`src/hw/asb_consts.svh`:
```
// register offsets, field positions and receiver timing counts for the serial block
`ifndef ASB_CONSTS_SVH
`define ASB_CONSTS_SVH

`define ASB_ADDR_W          8
`define ASB_OFF_STATUS_ONE  8'h10
`define ASB_OFF_CONTROL     8'h14
`define ASB_OFF_DATA_BUF    8'h18
`define ASB_OFF_STATUS_TWO  8'h1c
`define ASB_OFF_BAUD_SEL    8'h20

`define ASB_S1_TX_EMPTY     7
`define ASB_S1_RX_FULL      5
`define ASB_S1_FRAME_ERR    1
`define ASB_S2_BREAK        1
`define ASB_S2_RX_BUSY      0
`define ASB_CT_NINE_BIT     0
`define ASB_CT_RX_EN        1
`define ASB_CT_TX_EN        2
`define ASB_BR_PRE_LSB      4
`define ASB_BR_RATE_LSB     0

`define ASB_CONTROL_RST     3'h0
`define ASB_PRESCALE_RST    2'h0
`define ASB_RATE_RST        3'h0

`define ASB_SLOT_FIRST      5'h01
`define ASB_SLOT_SAMPLE     5'h08
`define ASB_SLOT_LAST       5'h10
`define ASB_IDLE_SLOTS      8'ha0
`define ASB_TX_FRAME_BITS   4'ha
`define ASB_TX_PHASE_LAST   4'hf

`endif

```
`src/hw/asb_pkg.sv`:
```
// types shared by the serial block
package asb_pkg;
   typedef enum logic [3:0] {
      ST_IDLE  = 4'b0001,
      ST_START = 4'b0010,
      ST_DATA  = 4'b0100,
      ST_STOP  = 4'b1000
   } asb_rx_state_type;
endpackage

```
`src/hw/asb_baud_gen.sv`:
```
// baud generator: prescaler and rate divisor giving the receiver sample tick
`timescale 1ns/1ns
module asb_baud_gen
   import asb_pkg::*;
(
   input  wire logic       pclk,          // bus clock, also the crystal rate
   input  wire logic       presetn,       // async reset, active low
   input  wire logic [1:0] prescale_sel,  // prescale_select field
   input  wire logic [2:0] rate_sel,      // rate_divisor_select field
   output logic            rt_tick        // one pulse per sample slot
);
   logic [5:0] pre_cnt_q;
   logic [6:0] rate_cnt_q;
   logic       rt_tick_q;
   logic [5:0] pre_lim;
   logic [7:0] rate_full;
   logic [6:0] rate_lim;
   logic       pre_tick;
   logic       rate_wrap;

   // slot rate is crystal / (4 * pd * bd), i.e. sixteen slots per bit
   assign pre_lim   = (prescale_sel == 2'h0) ? 6'h03 :
                      (prescale_sel == 2'h1) ? 6'h0b :
                      (prescale_sel == 2'h2) ? 6'h0f : 6'h33;
   assign rate_full = 8'(8'h01 << rate_sel);
   assign rate_lim  = 7'(rate_full - 8'h01);
   assign pre_tick  = (pre_cnt_q >= pre_lim);
   assign rate_wrap = (rate_cnt_q >= rate_lim);
   assign rt_tick   = rt_tick_q;

   always_ff @(posedge pclk or negedge presetn) begin
      if (!presetn) begin
         pre_cnt_q  <= 6'h00;
         rate_cnt_q <= 7'h00;
         rt_tick_q  <= 1'b0;
      end else begin
         pre_cnt_q  <= pre_tick ? 6'h00 : 6'(pre_cnt_q + 6'h01);
         if (pre_tick) begin
            rate_cnt_q <= rate_wrap ? 7'h00 : 7'(rate_cnt_q + 7'h01);
         end
         rt_tick_q  <= pre_tick && rate_wrap;
      end
   end
endmodule // asb_baud_gen

```
`src/hw/asb_top.sv`:
```
// serial block: status two flags, data buffer, baud select, receiver and transmitter
`timescale 1ns/1ns
`include "asb_consts.svh"
module asb_top
   import asb_pkg::*;
(
   input  wire logic        pclk,     // bus clock, 10 MHz
   input  wire logic        presetn,  // async reset, active low
   input  wire logic        psel,     // apb select
   input  wire logic        penable,  // apb access phase
   input  wire logic        pwrite,   // apb direction
   input  wire logic [7:0]  paddr,    // apb byte address
   input  wire logic [31:0] pwdata,   // apb write data
   output logic      [31:0] prdata,   // apb read data
   output logic             pready,   // apb ready
   output logic             pslverr,  // apb error, unmapped address
   input  wire logic        rxd,      // serial receive pin
   output logic             txd       // serial transmit pin
);
   asb_rx_state_type st_q, st_d;
   logic        rx_meta_q, rx_sync_q;
   logic [4:0]  slot_q, slot_d;
   logic [3:0]  bit_q, bit_d;
   logic [8:0]  rx_shift_q, rx_shift_d;
   logic [7:0]  idle_cnt_q, idle_cnt_d;
   logic [7:0]  rx_data_q, tx_buf_q;
   logic        ninth_q;
   logic [2:0]  control_q;
   logic [1:0]  prescale_q;
   logic [2:0]  rate_q;
   logic        bkf_q, fe_q, rf_q, rpf_q, armed_q;
   logic        bk_arm_q, fe_arm_q, rf_arm_q;
   logic        tx_full_q;
   logic [9:0]  tx_shift_q;
   logic [3:0]  tx_left_q, tx_phase_q;
   logic [31:0] prdata_q;
   logic        pready_q, pslverr_q, txd_q;
   logic        rt_tick;
   logic        rpf_set, rpf_clr, frame_done, false_start;

   // bus decode
   logic        setup, done, rd_done, wr_done;
   logic        hit_s1, hit_ct, hit_db, hit_s2, hit_br, hit_any;
   logic        rd_s1, rd_s2, rd_db, wr_db, wr_ct, wr_br;
   logic [7:0]  status_one, status_two, baud_val, rd_mux;
   assign setup   = psel && !penable;
   assign done    = psel && penable && pready_q;
   assign rd_done = done && !pwrite;
   assign wr_done = done && pwrite;
   assign hit_s1  = (paddr == `ASB_OFF_STATUS_ONE);
   assign hit_ct  = (paddr == `ASB_OFF_CONTROL);
   assign hit_db  = (paddr == `ASB_OFF_DATA_BUF);
   assign hit_s2  = (paddr == `ASB_OFF_STATUS_TWO);
   assign hit_br  = (paddr == `ASB_OFF_BAUD_SEL);
   assign hit_any = hit_s1 || hit_ct || hit_db || hit_s2 || hit_br;
   assign rd_s1   = rd_done && hit_s1;
   assign rd_s2   = rd_done && hit_s2;
   assign rd_db   = rd_done && hit_db;
   assign wr_db   = wr_done && hit_db;
   assign wr_ct   = wr_done && hit_ct;
   assign wr_br   = wr_done && hit_br;

   // no interrupt path exists for break or in-progress flags
   assign status_one = {!tx_full_q, 1'b0, rf_q, 3'h0, fe_q, 1'b0};
   assign status_two = {6'h00, bkf_q, rpf_q};
   assign baud_val   = {2'h0, prescale_q, 1'b0, rate_q};
   assign rd_mux     = hit_s1 ? status_one :
                       hit_ct ? {5'h00, control_q} :
                       hit_db ? rx_data_q :
                       hit_s2 ? status_two :
                       hit_br ? baud_val : 8'h00;

   always_ff @(posedge pclk or negedge presetn) begin
      if (!presetn) begin
         prdata_q  <= 32'h0000_0000;
         pready_q  <= 1'b0;
         pslverr_q <= 1'b0;
      end else begin
         pready_q  <= setup;
         pslverr_q <= setup && !hit_any;
         if (setup && !pwrite) begin
            prdata_q <= {24'h000000, rd_mux};
         end
      end
   end

   always_ff @(posedge pclk or negedge presetn) begin
      if (!presetn) begin
         control_q  <= `ASB_CONTROL_RST;
         prescale_q <= `ASB_PRESCALE_RST;
         rate_q     <= `ASB_RATE_RST;
      end else begin
         if (wr_ct) begin
            control_q <= pwdata[2:0];
         end
         if (wr_br) begin
            prescale_q <= pwdata[`ASB_BR_PRE_LSB +: 2];
            rate_q     <= pwdata[`ASB_BR_RATE_LSB +: 3];
         end
      end
   end

   // one slot tick drives both directions
   asb_baud_gen u_baud (
      .pclk         (pclk),
      .presetn      (presetn),
      .prescale_sel (prescale_q),
      .rate_sel     (rate_q),
      .rt_tick      (rt_tick)
   );

   // receive pin synchroniser
   always_ff @(posedge pclk or negedge presetn) begin
      if (!presetn) begin
         rx_meta_q <= 1'b1;
         rx_sync_q <= 1'b1;
      end else begin
         rx_meta_q <= rxd;
         rx_sync_q <= rx_meta_q;
      end
   end

   logic       nine_bit, rx_en, tx_en;
   logic [3:0] last_bit;
   logic [7:0] rx_word;
   logic       all_zero, break_seen;
   assign nine_bit   = control_q[`ASB_CT_NINE_BIT];
   assign rx_en      = control_q[`ASB_CT_RX_EN];
   assign tx_en      = control_q[`ASB_CT_TX_EN];
   assign last_bit   = nine_bit ? 4'h8 : 4'h7;
   assign rx_word    = nine_bit ? rx_shift_q[7:0] : rx_shift_q[8:1];
   assign all_zero   = nine_bit ? (rx_shift_q == 9'h000) : (rx_shift_q[8:1] == 8'h00);
   assign break_seen = frame_done && all_zero && !rx_sync_q;

   // receiver sequencing, advanced once per sample slot
   always_comb begin
      st_d        = st_q;
      slot_d      = slot_q;
      bit_d       = bit_q;
      rx_shift_d  = rx_shift_q;
      idle_cnt_d  = idle_cnt_q;
      rpf_set     = 1'b0;
      rpf_clr     = 1'b0;
      frame_done  = 1'b0;
      false_start = 1'b0;
      if (rt_tick) begin
         slot_d = 5'(slot_q + 5'h01);
         unique case (st_q)
            ST_IDLE: begin
               if (rx_en && !rx_sync_q) begin
                  st_d       = ST_START;
                  slot_d     = `ASB_SLOT_FIRST;
                  rpf_set    = 1'b1;
                  idle_cnt_d = 8'h00;
               end else if (rx_sync_q) begin
                  if (idle_cnt_q == `ASB_IDLE_SLOTS) begin
                     rpf_clr = 1'b1;
                  end else begin
                     idle_cnt_d = 8'(idle_cnt_q + 8'h01);
                  end
               end else begin
                  idle_cnt_d = 8'h00;
               end
            end
            ST_START: begin
               if (slot_q == `ASB_SLOT_SAMPLE && rx_sync_q) begin
                  st_d        = ST_IDLE;
                  false_start = 1'b1;
                  rpf_clr     = 1'b1;
               end else if (slot_q == `ASB_SLOT_LAST) begin
                  st_d   = ST_DATA;
                  slot_d = `ASB_SLOT_FIRST;
                  bit_d  = 4'h0;
               end
            end
            ST_DATA: begin
               if (slot_q == `ASB_SLOT_SAMPLE) begin
                  rx_shift_d = {rx_sync_q, rx_shift_q[8:1]};
               end
               if (slot_q == `ASB_SLOT_LAST) begin
                  slot_d = `ASB_SLOT_FIRST;
                  if (bit_q == last_bit) begin
                     st_d = ST_STOP;
                  end else begin
                     bit_d = 4'(bit_q + 4'h1);
                  end
               end
            end
            ST_STOP: begin
               if (slot_q == `ASB_SLOT_SAMPLE) begin
                  frame_done = 1'b1;
                  st_d       = ST_IDLE;
                  idle_cnt_d = 8'h00;
               end
            end
         endcase
      end
   end

   always_ff @(posedge pclk or negedge presetn) begin
      if (!presetn) begin
         st_q       <= ST_IDLE;
         slot_q     <= `ASB_SLOT_FIRST;
         bit_q      <= 4'h0;
         rx_shift_q <= 9'h000;
         idle_cnt_q <= 8'h00;
      end else begin
         st_q       <= st_d;
         slot_q     <= slot_d;
         bit_q      <= bit_d;
         rx_shift_q <= rx_shift_d;
         idle_cnt_q <= idle_cnt_d;
      end
   end

   // buffer contents survive reset
   always_ff @(posedge pclk) begin
      if (frame_done) begin
         rx_data_q <= rx_word;
         ninth_q   <= break_seen ? 1'b0 : rx_shift_q[8];
      end
      if (wr_db) begin
         tx_buf_q <= pwdata[7:0];
      end
   end

   // flags: a set in the clearing cycle wins
   logic bk_set, fe_set, rf_set;
   assign bk_set = break_seen && armed_q;
   assign fe_set = frame_done && !rx_sync_q;
   assign rf_set = frame_done;

   always_ff @(posedge pclk or negedge presetn) begin
      if (!presetn) begin
         bkf_q    <= 1'b0;
         fe_q     <= 1'b0;
         rf_q     <= 1'b0;
         rpf_q    <= 1'b0;
         armed_q  <= 1'b1;
         bk_arm_q <= 1'b0;
         fe_arm_q <= 1'b0;
         rf_arm_q <= 1'b0;
      end else begin
         bkf_q    <= bk_set || (bkf_q && !(rd_db && bk_arm_q));
         fe_q     <= fe_set || bk_set || (fe_q && !(rd_db && fe_arm_q));
         rf_q     <= rf_set || (rf_q && !(rd_db && rf_arm_q));
         rpf_q    <= rpf_set || (rpf_q && !rpf_clr);
         armed_q  <= (rx_sync_q && st_q == ST_IDLE) || (armed_q && !bk_set);
         bk_arm_q <= rd_s2 ? bkf_q : (bk_arm_q && !rd_db);
         fe_arm_q <= rd_s1 ? fe_q : (fe_arm_q && !rd_db);
         rf_arm_q <= rd_s1 ? rf_q : (rf_arm_q && !rd_db);
      end
   end

   // transmitter: start, eight data bits, stop, one bit per sixteen slots
   logic tx_bit_edge, tx_load;
   assign tx_bit_edge = rt_tick && (tx_phase_q == `ASB_TX_PHASE_LAST);
   assign tx_load     = tx_bit_edge && (tx_left_q == 4'h0) && tx_full_q && tx_en;

   always_ff @(posedge pclk or negedge presetn) begin
      if (!presetn) begin
         tx_full_q  <= 1'b0;
         tx_shift_q <= 10'h3ff;
         tx_left_q  <= 4'h0;
         tx_phase_q <= 4'h0;
         txd_q      <= 1'b1;
      end else begin
         tx_full_q <= wr_db || (tx_full_q && !tx_load);
         if (rt_tick) begin
            tx_phase_q <= 4'(tx_phase_q + 4'h1);
         end
         if (tx_load) begin
            txd_q      <= 1'b0;
            tx_shift_q <= {2'h3, tx_buf_q};
            tx_left_q  <= 4'(`ASB_TX_FRAME_BITS - 4'h1);
         end else if (tx_bit_edge && tx_left_q != 4'h0) begin
            txd_q      <= tx_shift_q[0];
            tx_shift_q <= {1'b1, tx_shift_q[9:1]};
            tx_left_q  <= 4'(tx_left_q - 4'h1);
         end else if (tx_bit_edge) begin
            txd_q <= 1'b1;
         end
      end
   end

   assign prdata  = prdata_q;
   assign pready  = pready_q;
   assign pslverr = pslverr_q;
   assign txd     = txd_q;

   // status two read with break set, and no data read since
   logic clr_pend_q;
   always_ff @(posedge pclk or negedge presetn) begin
      if (!presetn) begin
         clr_pend_q <= 1'b0;
      end else begin
         clr_pend_q <= (rd_s2 && bkf_q) || (clr_pend_q && !rd_db);
      end
   end
endmodule // asb_top

```
`config.mk`:
```
export PLATFORM = sky130hd
export DESIGN_NAME = asb_top
export DESIGN_NICKNAME = d
export VERILOG_FILES = /design/src/hw/asb_pkg.sv /design/src/hw/asb_baud_gen.sv /design/src/hw/asb_top.sv
export VERILOG_INCLUDE_DIRS = /design/src /design/src/hw
export SDC_FILE = /design/constraint.sdc
export NUM_CORES = 1
export LEC_CHECK = 0
export ABC_AREA = 1
export BUFFER_PORTS_ARGS = -buffer_cell sky130_fd_sc_hd__buf_2
export CAP_MARGIN = 30
export CORE_UTILIZATION = 50
export CTS_CLUSTER_DIAMETER = 40
export DETAILED_ROUTE_END_ITERATION = 16
export PLACE_DENSITY = 0.74
export SLEW_MARGIN = 20
export SYNTH_ARGS = -nofsm -noshare
export SYNTH_HDL_FRONTEND = slang
export SYNTH_SLANG_ARGS = --single-unit
```
`constraint.sdc`:
```
create_clock -name pclk -period 1.6 [get_ports pclk]
set_input_delay 0.16 -clock pclk [delete_from_list [all_inputs] [get_ports pclk]]
set_output_delay 0.16 -clock pclk [all_outputs]
set_load 0.01 [all_outputs]
```
# [Word-level counts from Yosys, hierarchy flattened]
# Cells that the tools add are included.
[word_totals] register_bits=108 wordCells=197 input_bits=46
[classes] eq_ne=25 n_addsub=8 mux=56 order_cmp=2 n_shift=1 reduce_logical=74
[ops] cell="$mux 8" count=8
[ops] cell="$mux 4" count=13
[ops] cell="$logic_and 1x1->1" count=38
[ops] cell="$mux 6" count=6
[ops] cell="$eq 8x5->1 const B" count=4
[ops] cell="$mux 10" count=2
[ops] cell="$mux 1" count=18
[ops] cell="$pmux 4 s4" count=1
[ops] cell="$pmux 8 s2" count=1
[ops] cell="$mux 5" count=3
[ops] cell="$pmux 5 s3" count=1
[ops] cell="$ne 2x2->1 const B" count=7
[ops] cell="$logic_not 1->1" count=12
[ops] cell="$reduce_and 6->1" count=2
[ops] cell="$logic_or 1x1->1" count=11
[ops] cell="$logic_not 9->1" count=1
[ops] cell="$add 4x1->4 const B" count=2
[ops] cell="$add 8x1->8 const B" count=1
[ops] cell="$eq 4x4->1 const B" count=2
[ops] cell="$eq 8x6->1 const B" count=1
[ops] cell="$eq 8x8->1 const B" count=1
[ops] cell="$logic_not 8->1" count=1
[ops] cell="$pmux 4 s2" count=1
[ops] cell="$add 7x1->7 const B" count=1
[ops] cell="26 further kinds" count=28

# [Logic depth before layout (Yosys ltp)]
[depth] ltp_word=10 depth_mapped=12 mapped_depth_nobuf=12

# [Modules after synthesis]
# From an unflattened synthesis, not the netlist that was laid out.
[unflattened] cells_unflattened=732 hier_area_um2=5900.7
[modules_own_cells] mod="asb_top" area_per_inst_um2=4847.1 instances=1 cells_each=594
[modules_own_cells] mod="asb_baud_gen" area_per_inst_um2=1053.5 instances=1 cells_each=138

# [Worst setup path before layout]
# No wires, ideal clock.
[synth_timing] path_type="register to register" start="register prescale_q[0]" end="register u_baud.rate_cnt_q[3]" setup_time_ns=0.071 path_slack_ns=-0.180 arrival_ns=1.708 stages_incl_launch_ff=12 path_cell_list="dfrtp_1 > inv_1 > ha_1 > ha_1 > nand2_1 > inv_1 > o21ai_0 > nand3_1 > buf_2 > nand3_1 > nand2_1 > nor2_1"
[synth_via] elab_chain_cells=5
[synth_lines] item="start, declared" line_no="asb_top.sv:29" text="logic [1:0] prescale_q;"
[synth_lines] item="start signal, assigned" line_no="asb_top.sv:90" text="prescale_q <= `ASB_PRESCALE_RST;"
[synth_lines] item="start signal, assigned" line_no="asb_top.sv:97" text="prescale_q <= pwdata[`ASB_BR_PRE_LSB +: 2];"
[synth_lines] item="$eq 2x2->1" line_no="asb_baud_gen.sv:24" text="(prescale_sel == 2'h2) ? 6'h0f : 6'h33;"
[synth_lines] item="$mux 6" line_no="asb_baud_gen.sv:24"
[synth_lines] item="$mux 6" line_no="asb_baud_gen.sv:23" text="(prescale_sel == 2'h1) ? 6'h0b :"
[synth_lines] item="$mux 6 (*)" line_no="asb_baud_gen.sv:22" text="assign pre_lim = (prescale_sel == 2'h0) ? 6'h03 :"
[synth_lines] item="$ge 6x6->1 (*)" line_no="asb_baud_gen.sv:27" text="assign pre_tick = (pre_cnt_q >= pre_lim);"
[synth_lines] item="end signal, assigned" line_no="asb_baud_gen.sv:39" text="rate_cnt_q <= rate_wrap ? 7'h00 : 7'(rate_cnt_q + 7'h01);"
[synth_lines] item="end, declared" line_no="asb_baud_gen.sv:13" text="logic [6:0] rate_cnt_q;"
# Every way passes the cells marked *; elsewhere a longest branch is shown, timed or not.
# A chain may end at the register's enable or synchronous reset.

# [Worst setup path after layout]
[layout_timing] start="register prescale_q[0]" end="register u_baud.rate_cnt_q[5]"
# The elaborated chain is that of the path after synthesis.

==> qor.yml <==
status: "finished with violations"
violations: "negative setup slack"
area_growth_pct: 20.5
cts.htree.levels: 3
io_buffers: 32
drt_iter0_drc: 333
dp.cells: 889
max_cap_viol_count: 0
hold_path.class: "in2reg"
final.period_utilization_pct: 116
crit_path_end: "u_baud.rate_cnt_q[5]$_DFFE_PN0N_"
routed-via-count: 4866
grt-ovfl-total: 0
r2r_start: "prescale_q[0]$_DFFE_PN0P_"
clkSinkCount: 106
vias_per_cell: 5.27
ir_drop_mv: 0.757
clkTransAtPathRegs_ns: 0.07
regToRegSetupSlack_ns: -0.26
skew_ns: 0.00841
synth.yosys.seq_area_share_pct: 47.8
netlist_instances: 700
ys_warn_count: 0
core_sq_um: 11000
report.final.slew_viol_count: 0
grtUsageMet3_pct: 3.41
die-area_sq_um: 11900
grt_pass1_vias: 4679
clock_latency_ns: 0.36
drc: 0
cts_buffers: 9
syn_area_per_cell_sq_um: 8.22
cts.path.max_buffers: 2
synth_cell_type_count: 43
drive_gt1_share_pct: 23.0
ant_nets: 0
critical-path-max-stage-delay_ns: 0.37
setup_ws_ns: -0.257
wl_per_cell_microns: 14.1
r2r_end: "u_baud.rate_cnt_q[5]$_DFFE_PN0N_"
worstPathArrival_ns: 2.09
max_freq_mhz: 538
path_class: "reg2reg"
rsz0062_at_grt: "yes"
cpMaxStageDelayCell: "dfrtp_1"
pre_cts_ws_ns: -0.349
met2_usage_pct: 38.7
grt_util_all_layers_pct: 23.0
crit_path_start: "prescale_q[0]$_DFFE_PN0P_"
power_density_nw_per_um2: 1150
rows: 38
synth_ff_type: "dfrtp_1"
drt_first_pass_iters: 5
dpl.hpwl_mm: 8.80
grt-busiest-layer: "met2"
grt_pass1_wl_mm: 21.1
die_y_microns: 109
crit_fanout: 6
final_util_pct: 62.8
ys_ff_latch: 106
power.leakage_uw: 0.00337
cts_root_buf: "clkbuf_16"
hold_depth: 1
die_w_microns: 109
grt_start_max_net_pins: 34
fill_cells: 917
cpMostUsedCell: "nand2_1"
netlist_area_sq_um: 5750
setup_violations: 14
met1_usage_pct: 29.5
period_needed_ns: 1.86
antenna_found_initial: 0
initial_core_util_pct: 52.1
io_pins: 81
cts_tree: "built"
required_ns: 1.83
n_antenna_cell: 0
async_flop_share_pct: 84.9
cp-start-kind: "flop"
finalNonFillerCells: 923
hold_violations: 0
final_nets: 847
gp_congestion: 0.862
crit_chain: "inv_1 -> ha_1 -> ha_4 -> nand2_1 -> inv_2 -> o21ai_4 -> nand3_4 -> buf_6 -> nand3_1 -> nand2_1"
crit_path_end_kind: "flop"
ff2ff_path_depth: 10
synth_edf_count: 16
wirelength_mm: 13.0
## power breakdown
group	leakage [uW]	internal, uW	switching, uW
Sequential	0.00128	3050	333
Combinational	0.00194	846	1350
Clock	0.000150	1380	1030
## area by class of cell
cell class | instances | area (sq um) | area share, %
inverters | 91 | 349 | 5.04
multi-input cells | 492 | 2750 | 39.6
flip-flops and latches | 106 | 2750 | 39.7
clock buffers | 9 | 225 | 3.25
clock inverters | 7 | 103 | 1.48
well taps | 140 | 175 | 2.53
repair buffers | 78 | 577 | 8.33
## state kept, by name (all words and copies together), names as in the netlist, 4 cells and up
register           count
st_q                   4
slot_q                 5
tx_phase_q             4
prdata                 8
u_baud.pre_cnt_q       6
u_baud.rate_cnt_q      7
idle_cnt_q             8
tx_left_q              4
tx_shift_q             8
rx_data_q              8
bit_q                  4
rx_shift_q             9
tx_buf_q               8
## cells by family after synthesis
logic type	after synthesis	synth area share (%)
simple gates	349	26.9
mux	1	0.196
buf+inv	127	10.4
other cells	1	0.0652
flops	106	47.8
compound gates	81	7.70
fa+ha+maj	23	5.00
xor+xnor	12	1.83
## cells in the final DEF, fill, tap and decap left out, types with 3 or more instances in the layout
master / Yosys / layout
nand2_1: 187 / 180
nor2_1: 53 / 46
edfxtp_1: 16 / 16
nor2_2: 7 / 12
o21ai_1: 16 / 22
nand3_2: 3 / 6
buf_4: 27 / 33
nand3_1: 54 / 49
nand2_4: 0 / 4
ha_4: 0 / 5
nand4_1: 19 / 19
dlygate4sd3_1: 0 / 8
or2_2: 4 / 3
inv_2: 6 / 10
nand2_2: 6 / 9
o21ai_0: 41 / 32
nand3_4: 1 / 5
inv_1: 85 / 78
nor3_1: 9 / 5
dfrtp_1: 76 / 74
nor3_2: 0 / 4
buf_12: 0 / 3
xnor2_1: 3 / 3
inv_4: 0 / 3
clkinvlp_4: 0 / 3
dfstp_2: 14 / 14
a21oi_2: 1 / 3
buf_2: 2 / 31
buf_6: 1 / 3
nor2_4: 3 / 5
conb_1: 1 / 24
ha_1: 23 / 18
clkbuf_16: 0 / 9
xor2_1: 9 / 9
a21oi_1: 11 / 9
o21ai_2: 2 / 4
## synth_stat cells (11+ instances only)
library cell	number	share of area, %
ha_1	23	5.0
nand3_1	54	4.7
inv_1	85	5.5
a21oi_1	11	0.96
nor2_1	53	3.5
edfxtp_1	16	8.4
buf_4	27	3.5
o21ai_1	16	1.4
o21ai_0	41	3.6
dfstp_2	14	6.4
dfrtp_1	76	33
nand2_1	187	12
nand4_1	19	2.1
## per-stage QoR
| step | area, sq um | TNS (ns) | hold slack, ns | total power [uW] |
|---|---|---|---|---|
| after floorplan | 5850 | -0.904 | -0.136 | 4570 |
| after detailed placement | 6190 | -3.82 | 0.149 | 5000 |
| final | 6930 | -2.79 | 0.0104 | 7990 |
| after global placement | 6190 | -2.83 | 0.142 | 4900 |
| after global routing | 6930 | -3.94 | 0.00727 | 8430 |
| after CTS | 6720 | -2.77 | 0.00387 | 7670 |
## timing repair
action                                  4_1_cts  5_1_grt
buffers inserted                              2        6
cloned                                        1        1
hold buffers                                  8        0
endpoints found under the setup margin       37       68
endpoints found under the hold margin        36        0
gates resized for setup                      25       40
pin swaps                                     9       12
## worst max-delay path, delay by kind of cell, from the launching register on
kind	cells	cell delay [ns]
adder cells (fa/ha/maj)	2	0.55
AO/OA/AOI/OAI	1	0.17
AND/OR/NAND/NOR	4	0.38
flip-flops	1	0.37
buffers and inverters	3	0.27
## worst min path at each step
| stage | slack (ns) | start | to |
|---|---|---|---|
| after global placement | 0.14 | presetn | u_baud.pre_cnt_q[0]$_DFF_PN0_ |
| after detailed placement | 0.15 | presetn | u_baud.pre_cnt_q[1]$_DFF_PN0_ |
| final | 0.01 | pwdata[0] | tx_buf_q[0]$_DFFE_PP_ |
| after CTS | 0.004 | pwdata[1] | tx_buf_q[1]$_DFFE_PP_ |
| after floorplan | -0.14 | presetn | bit_q[0]$_DFFE_PN0P_ |
| after global routing | 0.007 | pwdata[0] | tx_buf_q[0]$_DFFE_PP_ |
## routing by layer
layer,vias up,routed length [microns]
met1,2319,5660
met2,154,6460
met3,23,627
li1,2370,-
met5,-,0
met4,0,246
(Power assumes the default switching activity.)
